$ cat src/verilog/iec_pkg.sv
`default_nettype none
package iec_pkg;
  // Channel count and word width
  localparam int NUM_IN = 8;
  localparam int WORD_W = 16;
  localparam int ADDR_W = 12;
  // Configure identifiers: enable 100..107, edge 110..117
  localparam logic [7:0] ENABLE_ID_BASE = 8'h64;
  localparam logic [7:0] EDGE_ID_BASE = 8'h6E;
  // Enable codes
  localparam logic [15:0] CODE_DIRECT = 16'h0000;
  localparam logic [15:0] CODE_DISABLE = 16'h0001;
  localparam logic [15:0] CODE_DOWN = 16'h0002;
  localparam logic [15:0] CODE_UP = 16'h0003;
  // Edge codes
  localparam logic [15:0] CODE_RISE = 16'h0000;
  localparam logic [15:0] CODE_FALL = 16'h0001;
  // Interrupt task of input 0; input n starts task 140 + n
  localparam logic [7:0] TASK_BASE = 8'h8C;
  // Auxiliary word addresses, setpoints and present-value copies
  localparam logic [ADDR_W-1:0] SP_ADDR [NUM_IN] = '{
    12'h214, 12'h215, 12'h216, 12'h217, 12'h220, 12'h221, 12'h222, 12'h223};
  localparam logic [ADDR_W-1:0] PV_ADDR [NUM_IN] = '{
    12'h218, 12'h219, 12'h21A, 12'h21B, 12'h224, 12'h225, 12'h226, 12'h227};
  // Reset values
  localparam logic [WORD_W-1:0] PV_RESET = 16'h0000;
  localparam logic [WORD_W-1:0] RDATA_RESET = 16'h0000;
  localparam logic [2:0] SYNC_RESET = 3'h0;
  // Input modes
  typedef enum logic [3:0] {
    IEC_MODE_DIRECT = 4'b0001,
    IEC_MODE_OFF = 4'b0010,
    IEC_MODE_DOWN = 4'b0100,
    IEC_MODE_UP = 4'b1000
  } iec_mode_type;
  // Configure operation
  typedef struct packed {
    logic valid;
    logic [7:0] ident;
    logic [WORD_W-1:0] code;
  } iec_cfg_type;
  // Auxiliary word access
  typedef struct packed {
    logic wr;
    logic rd;
    logic [ADDR_W-1:0] addr;
    logic [WORD_W-1:0] wdata;
  } iec_aux_req_type;
  // Direct value read operation
  typedef struct packed {
    logic valid;
    logic [2:0] index;
  } iec_dread_type;
endpackage
`default_nettype wire

$ cat src/verilog/iec_edge_irq_counter.sv
`timescale 1ns/1ps
`default_nettype none
module iec_edge_irq_counter (
  input wire logic clk,
  input wire logic reset_n,
  input wire logic [iec_pkg::NUM_IN-1:0] irq_pins,
  input wire logic [iec_pkg::NUM_IN-1:0] edge_default,
  input wire logic op_start,
  input wire logic cycle_refresh,
  input wire iec_pkg::iec_cfg_type interrupt_configure_op,
  input wire iec_pkg::iec_aux_req_type aux_req,
  input wire iec_pkg::iec_dread_type direct_value_read_op,
  output logic [iec_pkg::WORD_W-1:0] aux_rdata_ff,
  output logic aux_rvalid_ff,
  output logic [iec_pkg::WORD_W-1:0] dread_value_ff,
  output logic dread_done_ff,
  output logic [iec_pkg::NUM_IN-1:0] task_start_ff,
  output logic [7:0] task_num_ff
);
  import iec_pkg::*;

  // Each input is one slice of the generate loop below. The slices share only
  // the configure and word buses and the op_start and cycle_refresh strobes,
  // so no two of them ever drive the same state.
  // Settings of a slice change only on its own strobes; op_start clears the counters of all slices.
  // Task pulses and read answers are gathered after the loop.

  // Three-stage input synchroniser per pin
  logic [2:0] sync_ff [NUM_IN];
  // Debounced level once stages two and three agree
  logic level_ff [NUM_IN];
  // Edge setting and whether software has written it
  logic edge_fall_ff [NUM_IN];
  logic edge_written_ff [NUM_IN];
  // Operating mode per input
  iec_mode_type mode_ff [NUM_IN];
  // Live counter present value
  logic [WORD_W-1:0] count_present_value_ff [NUM_IN];
  // Auxiliary copy of the present value
  logic [WORD_W-1:0] aux_pv_ff [NUM_IN];
  // Setpoint words, deliberately without reset
  logic [WORD_W-1:0] count_setpoint_ff [NUM_IN];
  // Combinational per-input results
  logic [WORD_W-1:0] nxt_pv [NUM_IN];
  logic task_hit [NUM_IN];
  logic act_edge [NUM_IN];

  // Slice index; one slice per input pin
  genvar gi;
  generate
    for (gi = 0; gi < NUM_IN; gi++) begin : g_in
      // Synchroniser status of this pin
      logic stable;
      logic changed;
      // Edge that is actually in force
      logic sel_fall;
      // Configure strobes aimed at this slice
      logic en_wr;
      logic edge_wr;
      // Word writes aimed at this slice
      logic pv_wr;
      logic sp_wr;

      // Pin crosses in through three flops; stage one feeds only stage two
      // Stage one may go metastable, so nothing else may look at it
      always_ff @(posedge clk or negedge reset_n) begin
        if (!reset_n) begin
          sync_ff[gi] <= SYNC_RESET;
        end else begin
          sync_ff[gi] <= {sync_ff[gi][1:0], irq_pins[gi]};
        end
      end

      // A change counts only when stages two and three agree
      assign stable = (sync_ff[gi][1] == sync_ff[gi][2]);
      assign changed = stable && (sync_ff[gi][2] != level_ff[gi]);

      // Level resets low like the synchroniser, so reset makes no false edge
      // Limitation: a pulse shorter than about two clocks may be missed
      always_ff @(posedge clk or negedge reset_n) begin
        if (!reset_n) begin
          level_ff[gi] <= 1'b0;
        end else if (changed) begin
          level_ff[gi] <= sync_ff[gi][2];
        end
      end

      // Decodes of the configure operation and word writes
      // Identifiers outside this slice's two match nothing and are dropped
      assign en_wr = interrupt_configure_op.valid &&
        (interrupt_configure_op.ident == ENABLE_ID_BASE + 8'(gi));
      assign edge_wr = interrupt_configure_op.valid &&
        (interrupt_configure_op.ident == EDGE_ID_BASE + 8'(gi));
      assign pv_wr = aux_req.wr && (aux_req.addr == PV_ADDR[gi]);
      assign sp_wr = aux_req.wr && (aux_req.addr == SP_ADDR[gi]);

      // Edge setting is held until rewritten; unknown codes are ignored
      always_ff @(posedge clk or negedge reset_n) begin
        if (!reset_n) begin
          edge_fall_ff[gi] <= 1'b0;
          edge_written_ff[gi] <= 1'b0;
        end else if (edge_wr) begin
          if (interrupt_configure_op.code == CODE_RISE) begin
            edge_fall_ff[gi] <= 1'b0;
            edge_written_ff[gi] <= 1'b1;
          end else if (interrupt_configure_op.code == CODE_FALL) begin
            edge_fall_ff[gi] <= 1'b1;
            edge_written_ff[gi] <= 1'b1;
          end
          // Any other code leaves the earlier setting in force
        end
      end

      // Until written, the static setup bit chooses the edge
      assign sel_fall = edge_written_ff[gi] ? edge_fall_ff[gi] : edge_default[gi];
      // One-cycle pulse on the selected transition
      assign act_edge[gi] = changed && (sync_ff[gi][2] != sel_fall);

      // Mode register; inputs come out of reset disabled
      // Disabled by default so a stray edge before setup starts no task
      always_ff @(posedge clk or negedge reset_n) begin
        if (!reset_n) begin
          mode_ff[gi] <= IEC_MODE_OFF;
        end else if (en_wr) begin
          case (interrupt_configure_op.code)
            CODE_DIRECT: begin
              mode_ff[gi] <= IEC_MODE_DIRECT;
            end
            CODE_DISABLE: begin
              mode_ff[gi] <= IEC_MODE_OFF;
            end
            CODE_DOWN: begin
              mode_ff[gi] <= IEC_MODE_DOWN;
            end
            CODE_UP: begin
              mode_ff[gi] <= IEC_MODE_UP;
            end
            // Codes above three are refused; the mode is kept
            default: begin
              mode_ff[gi] <= mode_ff[gi];
            end
          endcase
        end
      end

      // Counter next value and task request
      always_comb begin
        // Defaults: keep the value, ask for nothing
        nxt_pv[gi] = count_present_value_ff[gi];
        task_hit[gi] = 1'b0;
        // Operation start outranks every other change
        if (op_start) begin
          nxt_pv[gi] = PV_RESET;
        end else if (pv_wr) begin
          // Software preset of the present value
          nxt_pv[gi] = aux_req.wdata;
        end else if (en_wr && interrupt_configure_op.code == CODE_DOWN) begin
          // Enabling down mode presets from the setpoint so zero is not hit at once
          nxt_pv[gi] = count_setpoint_ff[gi];
        end else if (en_wr && interrupt_configure_op.code == CODE_UP) begin
          // Enabling up mode counts from zero
          nxt_pv[gi] = PV_RESET;
        end else if (act_edge[gi]) begin
          // An edge that meets an up or down enable write or a preset in the same cycle is lost
          case (mode_ff[gi])
            IEC_MODE_DIRECT: begin
              // Every active edge asks for the task
              task_hit[gi] = 1'b1;
            end
            IEC_MODE_UP: begin
              // Compare the next value so the wrap and the task share one edge
              if (count_present_value_ff[gi] + 16'h0001 == count_setpoint_ff[gi]) begin
                task_hit[gi] = 1'b1;
                nxt_pv[gi] = PV_RESET;
              end else begin
                // Count up by one
                nxt_pv[gi] = count_present_value_ff[gi] + 16'h0001;
              end
            end
            IEC_MODE_DOWN: begin
              // Leaving one means reaching zero; reload instead of showing zero
              // Limitation: a down count started at zero wraps to all ones
              if (count_present_value_ff[gi] == 16'h0001) begin
                task_hit[gi] = 1'b1;
                nxt_pv[gi] = count_setpoint_ff[gi];
              end else begin
                // Count down by one
                nxt_pv[gi] = count_present_value_ff[gi] - 16'h0001;
              end
            end
            default: begin
              // Disabled: edge is dropped, value kept
              nxt_pv[gi] = count_present_value_ff[gi];
            end
          endcase
        end
      end

      // Live present value
      // Trade-off: an adder per input instead of a shared one, so no arbitration
      always_ff @(posedge clk or negedge reset_n) begin
        if (!reset_n) begin
          count_present_value_ff[gi] <= PV_RESET;
        end else begin
          count_present_value_ff[gi] <= nxt_pv[gi];
        end
      end

      // Auxiliary copy, refreshed once per controller cycle
      always_ff @(posedge clk or negedge reset_n) begin
        if (!reset_n) begin
          aux_pv_ff[gi] <= PV_RESET;
        end else if (op_start) begin
          aux_pv_ff[gi] <= PV_RESET;
        end else if (pv_wr) begin
          // A word write shows at once, without waiting for the refresh
          aux_pv_ff[gi] <= aux_req.wdata;
        end else if (cycle_refresh) begin
          aux_pv_ff[gi] <= count_present_value_ff[gi];
        end
      end

      // Setpoint has no reset so it survives reset and operation start
      // Limitation: it reads unknown in simulation until first written
      always_ff @(posedge clk) begin
        if (sp_wr) begin
          count_setpoint_ff[gi] <= aux_req.wdata;
        end
      end
    end
  endgenerate

  // Task start pulses and the number of the lowest one firing
  // All firing inputs pulse together; the loop runs high to low so the
  // number of the lowest firing input is the one that is kept
  always_ff @(posedge clk or negedge reset_n) begin
    if (!reset_n) begin
      task_start_ff <= '0;
      task_num_ff <= 8'h00;
    end else begin
      for (int i = NUM_IN - 1; i >= 0; i--) begin
        task_start_ff[i] <= task_hit[i];
        if (task_hit[i]) begin
          task_num_ff <= TASK_BASE + 8'(i);
        end
      end
    end
  end

  // Auxiliary word read; unmapped addresses read zero
  // Maps never overlap, so at most one address matches
  // Present-value words return the refreshed copy, not the live count
  // The answer stands one cycle after the request; the data holds after
  always_ff @(posedge clk or negedge reset_n) begin
    if (!reset_n) begin
      aux_rdata_ff <= RDATA_RESET;
      aux_rvalid_ff <= 1'b0;
    end else begin
      aux_rvalid_ff <= aux_req.rd;
      if (aux_req.rd) begin
        aux_rdata_ff <= RDATA_RESET;
        for (int i = 0; i < NUM_IN; i++) begin
          if (aux_req.addr == SP_ADDR[i]) begin
            aux_rdata_ff <= count_setpoint_ff[i];
          end
          if (aux_req.addr == PV_ADDR[i]) begin
            aux_rdata_ff <= aux_pv_ff[i];
          end
        end
      end
    end
  end

  // Direct read samples the live counter, not the refreshed copy
  // The value holds until the next direct read; done pulses one cycle
  always_ff @(posedge clk or negedge reset_n) begin
    if (!reset_n) begin
      dread_value_ff <= RDATA_RESET;
      dread_done_ff <= 1'b0;
    end else begin
      dread_done_ff <= direct_value_read_op.valid;
      if (direct_value_read_op.valid) begin
        dread_value_ff <= count_present_value_ff[direct_value_read_op.index];
      end
    end
  end
endmodule
`default_nettype wire

$ cat config.mk
export PLATFORM = sky130hd
export DESIGN_NAME = iec_edge_irq_counter
export DESIGN_NICKNAME = d
export VERILOG_FILES = /design/src/verilog/iec_pkg.sv /design/src/verilog/iec_edge_irq_counter.sv
export SDC_FILE = /design/constraint.sdc
export NUM_CORES = 2
export LEC_CHECK = 0
export BUFFER_PORTS_ARGS = -buffer_cell sky130_fd_sc_hd__buf_2
export CAP_MARGIN = 0
export CELL_PAD_IN_SITES_DETAIL_PLACEMENT = 1
export CELL_PAD_IN_SITES_GLOBAL_PLACEMENT = 2
export CORE_MARGIN = 3
export CORE_UTILIZATION = 40
export CTS_CLUSTER_DIAMETER = 60
export DETAILED_ROUTE_END_ITERATION = 10
export PLACE_DENSITY = 0.77
export SETUP_SLACK_MARGIN = 0.05
export SLEW_MARGIN = 10
export SYNTH_ARGS = -nofsm -noshare
export SYNTH_HDL_FRONTEND = slang
export SYNTH_SLANG_ARGS = --single-unit
$ cat constraint.sdc
create_clock -name clk -period 4.6 [get_ports clk]
set_input_delay 0.23 -clock clk [delete_from_list [all_inputs] [get_ports clk]]
set_output_delay 0.23 -clock clk [all_outputs]
set_load 0.02 [all_outputs]
==> results.md <==
- The clock transition at the registers of the reported paths is 0.06 ns.
- The die area is 93800 um2.
- The relative slew slack is 22.7%.
- The clock drives 511 sinks.
- Ranked by total cell area, the synthesized netlist is headed by sky130_fd_sc_hd__dfrtp_1 26%, sky130_fd_sc_hd__edfxtp_1 11%, sky130_fd_sc_hd__mux2i_1 4.3%.
- The placeable core region is 88900 um2.
- The share of Yosys cell area claimed by the top area cell type is 26.0%.
- The max-slew violation count came to 0.
- The placed instances occupy a cell area of 38300 um2.
- The flip-flop and latch count after synthesis is 511.
- The worst hold path endpoint is aux_rvalid_ff.
- The first-pass detailed-route iteration total is 6.
- The largest driver fanout on the critical path is 10.
- The fraction of registers with async set/reset is 75.0%.
- The path class of the tightest hold or removal check is input port to flop.
- The sequential fraction of the synthesis area is 37.2%.
- Across the VDD grid, the largest voltage drop is 0.000276 V.
- The leakage dissipation is 16.6 nW.
- Across all layers, the routed design uses 35500 vias.
- Entering global routing, the biggest net connects 96 pins.
- In this run, flip-flops and latches consume 39.2% of the power.
- The post-detailed-routing wire length is 172000 um.
- In this run the most critical hold path is launched from aux_req[28].
- In this run the core area contains 109 standard-cell rows.
- The TritonCTS clock tree is done.
- Setup violations remaining at the end of the flow were counted as 0.
- The maximum frequency from static timing analysis is 236 MHz.
- The number of cells upsized or downsized after cts is 0.
- The final number of hold-violating endpoints was 0.
- In this run the critical register-to-register path is launched from count_present_value_ff[49].
- The placed wire-length estimate is 126000 um.
- In this run the power density over the cells is 299 nW/um2.
- The cell at the slowest stage of the critical path is sky130_fd_sc_hd__or4b_2.
- In the global route stage, overall resource usage came out at 36.1%.
- The congestion estimate from routability-driven global placement came to 0.993.
- In the final layout, the share of cells above drive strength 1 is 13.8%.
- On the worst path, the slowest cell contributes a delay of 0.62 ns.
- The initial utilization of the core area, before any placement, comes to 40.6%.
- For the pin with the worst max-slew slack, the measured transition is 1.15 ns.
- For this block, the initial DRC count from the detailed router was 4190.
- Dividing the detail-routed wire length by the instance count gives 32.1 um.
- The DRC violation count after routing is 0.
- The total number of H-tree levels is 3.
- The worst setup path is of the flop to flop kind.
- Summed over all failing endpoints, the final setup total negative slack is 0 ns.
- Summed over all layers, the global routing overflow is 0.
- For the worst setup path, the data arrival time is 4.73 ns.
- Across the routed clock network, the largest skew measured is 0.0298 ns.
- The required time of the critical path is 5.10 ns.
- The number of buffers created by CTS is 75.
- For the worst-skew pair, the clock arrives at the later sink with an insertion delay of 0.66 ns.
- In the layout the commonest cells are 375 x sky130_fd_sc_hd__dfrtp_1, 361 x sky130_fd_sc_hd__nand2_1, 314 x sky130_fd_sc_hd__nor2_1.
- The flow ran to the end, and the final reports show no timing, DRC or antenna violations.
- The cell depth of the worst min-delay path is 1.
- The share of total power in the clock network is 48.5%.
- Counting along the longest clock path gives a buffer depth of 3.
- For this run, the post-layout net count is 4228.
- Measured along the y axis, the die boundary spans 306 um.
- The period utilization is 92.1%.
- The mapped netlist covers 36100 um2.
- The tool flagged a number of max-cap violations equal to 0.
- A synthesized cell averages 8.81 um2.
- The number of enable-type register cells in the synthesized netlist is 128.
- In this run the remaining antenna-violating nets after routing total 0.
- The via count of the first global-routing pass is 34700.
- Traced cell by cell, the critical path runs through ha_1 > nand4_1 > nor3_1 > nor3_1 > or4b_2 > or4_1 > o21ai_2 > a2111oi_0 > a211oi_1 > or2_1 > a21oi_1.
- The type of destination of the critical path is a flop.
- Setup repair after global routing left no endpoint under its margin.
- The netlist uses 101 different library cells.
- Summed over all instances, the cell type with the most area after synthesis is sky130_fd_sc_hd__dfrtp_1.
- The cell at the root of the clock tree is sky130_fd_sc_hd__clkbuf_16.
- The first global-routing pass estimated 251000 um of wire.
- The final core utilization is 46.1%.
- The number of antenna violations at the first check in global routing came to 6.
- Power comes to 12.3 mW.
- During I/O placement, the number of pins put on the boundary was 129.
- The total of warnings raised by yosys is 0.
- The reg-to-reg setup timing slack is 0.37 ns.
- The fraction of power spent switching nets is 28.8%.
- The number of I/O port buffers is 126.
- The most common cell after layout, fill and taps aside is sky130_fd_sc_hd__dfrtp_1.
- The critical path launch point type is a flop.
- Measured along the x axis, the die boundary spans 306 um.
- From synthesis to final layout, the design area changed by 13.7%.
- The cell count after synthesis is 4093.
- The post-route minimum period is 4.23 ns.
- Per report_power, the combinational group accounts for 12.3% of the total.
- Among the stages of the critical path, the cell type that occurs most often is sky130_fd_sc_hd__nor3_1.
- After routing the design area is 41000 um2.
- The worst register-to-register path has a depth of 11.
- In this run the critical register-to-register path is captured at task_num_ff[0].
- The total internal power is 8.75 mW.
- The net switching power of the design is 3.53 mW.
- The most used flip-flop cell after synthesis is sky130_fd_sc_hd__dfrtp_1.
- The average vias per placed instance is 6.63.
[power groups by stage]
stage / Clock [mW] / Sequential (mW) / Combinational (mW)
5_1_grt: 6.23 / 4.82 / 1.63
4_1_cts: 6.02 / 4.81 / 1.49
3_5_place_dp: 0 / 4.89 / 1.47
6_report: 5.96 / 4.81 / 1.51
2_1_floorplan: 0 / 4.86 / 0.888
3_3_place_gp: 0 / 4.89 / 1.46
[through the flow]
step	hold slack (ns)	instances	worst slack, ns
after floorplan	-0.0656	4094	1.23
after global placement	0.268	5200	0.601
after detailed placement	0.261	5200	0.488
after CTS	0.0396	5352	0.477
after global routing	0.0741	5352	0.0963
final	0.0678	5360	0.366
[cell families after synthesis]
group                    count (synthesis)  synth area share, %
AND/OR/NAND/NOR                       1367                 19.1
buffers and inverters                  453                 4.83
other                                    1               0.0104
multiplexers                           222                 7.39
adder cells (fa/ha/maj)                 32                 1.05
AO/OA/AOI/OAI                         1206                 22.4
XOR/XNOR                               301                 8.01
flip-flops                             511                 37.2
[layout make-up]
class	instances	area, um2
Clock buffer	97	2070
Sequential cell	511	13400
Antenna cell	8	20.0
Tap cell	1165	1460
Inverter	79	297
Multi-Input combinational cell	3130	21000
Fill cell	10200	47900
Timing Repair Buffer	328	2270
Clock inverter	42	448
[worst max-delay path by stage]
stage	start	endpoint	slack [ns]	cells after the start
2_1_floorplan	count_present_value_ff[80]	count_present_value_ff[90]	1.23	14
3_3_place_gp	count_present_value_ff[49]	task_num_ff[0]	0.60	11
3_5_place_dp	count_present_value_ff[49]	task_num_ff[0]	0.49	11
4_1_cts	count_present_value_ff[49]	task_num_ff[0]	0.48	11
5_1_grt	count_present_value_ff[64]	count_present_value_ff[79]	0.1	11
6_report	count_present_value_ff[49]	task_num_ff[0]	0.37	11
[worst max-delay path, delay by kind of cell, from the launching register on]
family                   cells  cell delay [ns]
AO/OA/AOI/OAI                4             1.01
adder cells (fa/ha/maj)      1             0.35
flip-flops                   1             0.54
AND/OR/NAND/NOR              6             2.16
[state kept, by name (all words and copies together), names as in the netlist]
register and cells:
mode_ff 32, edge_fall_ff 8, task_start_ff 8, level_ff 8, dread_done_ff 1, edge_written_ff 8, count_setpoint_ff 128, dread_value_ff 16
aux_pv_ff 128, aux_rdata_ff 16, sync_ff 24, aux_rvalid_ff 1, task_num_ff 5, count_present_value_ff 128
[timing repair]
item / CTS / global route
hold endpoints to repair: 75 / 0
hold buffers: 13 / 0
buffers inserted: 0 / 0
[synth_stat cells, drive strengths merged, types with 79 or more instances]
master / n
nor3: 122
nand3: 116
nor2: 315
a211oi: 86
o21bai: 87
o21ai: 247
dfrtp: 375
mux2i: 154
clkbuf: 304
a21oi: 262
xnor2: 176
inv: 79
nand2: 361
xor2: 107
edfxtp: 128
[metal layers]
metal / up-vias / track usage (%) / wire length [um]
met5: - / 0 / 15
met4: 2 / 12.5 / 6190
met3: 303 / 9.62 / 18600
met2: 1772 / 51.0 / 71100
met1: 18100 / 53.0 / 76200
li1: 15300 / - / -
Note: power is estimated with default switching activity, not from simulation.
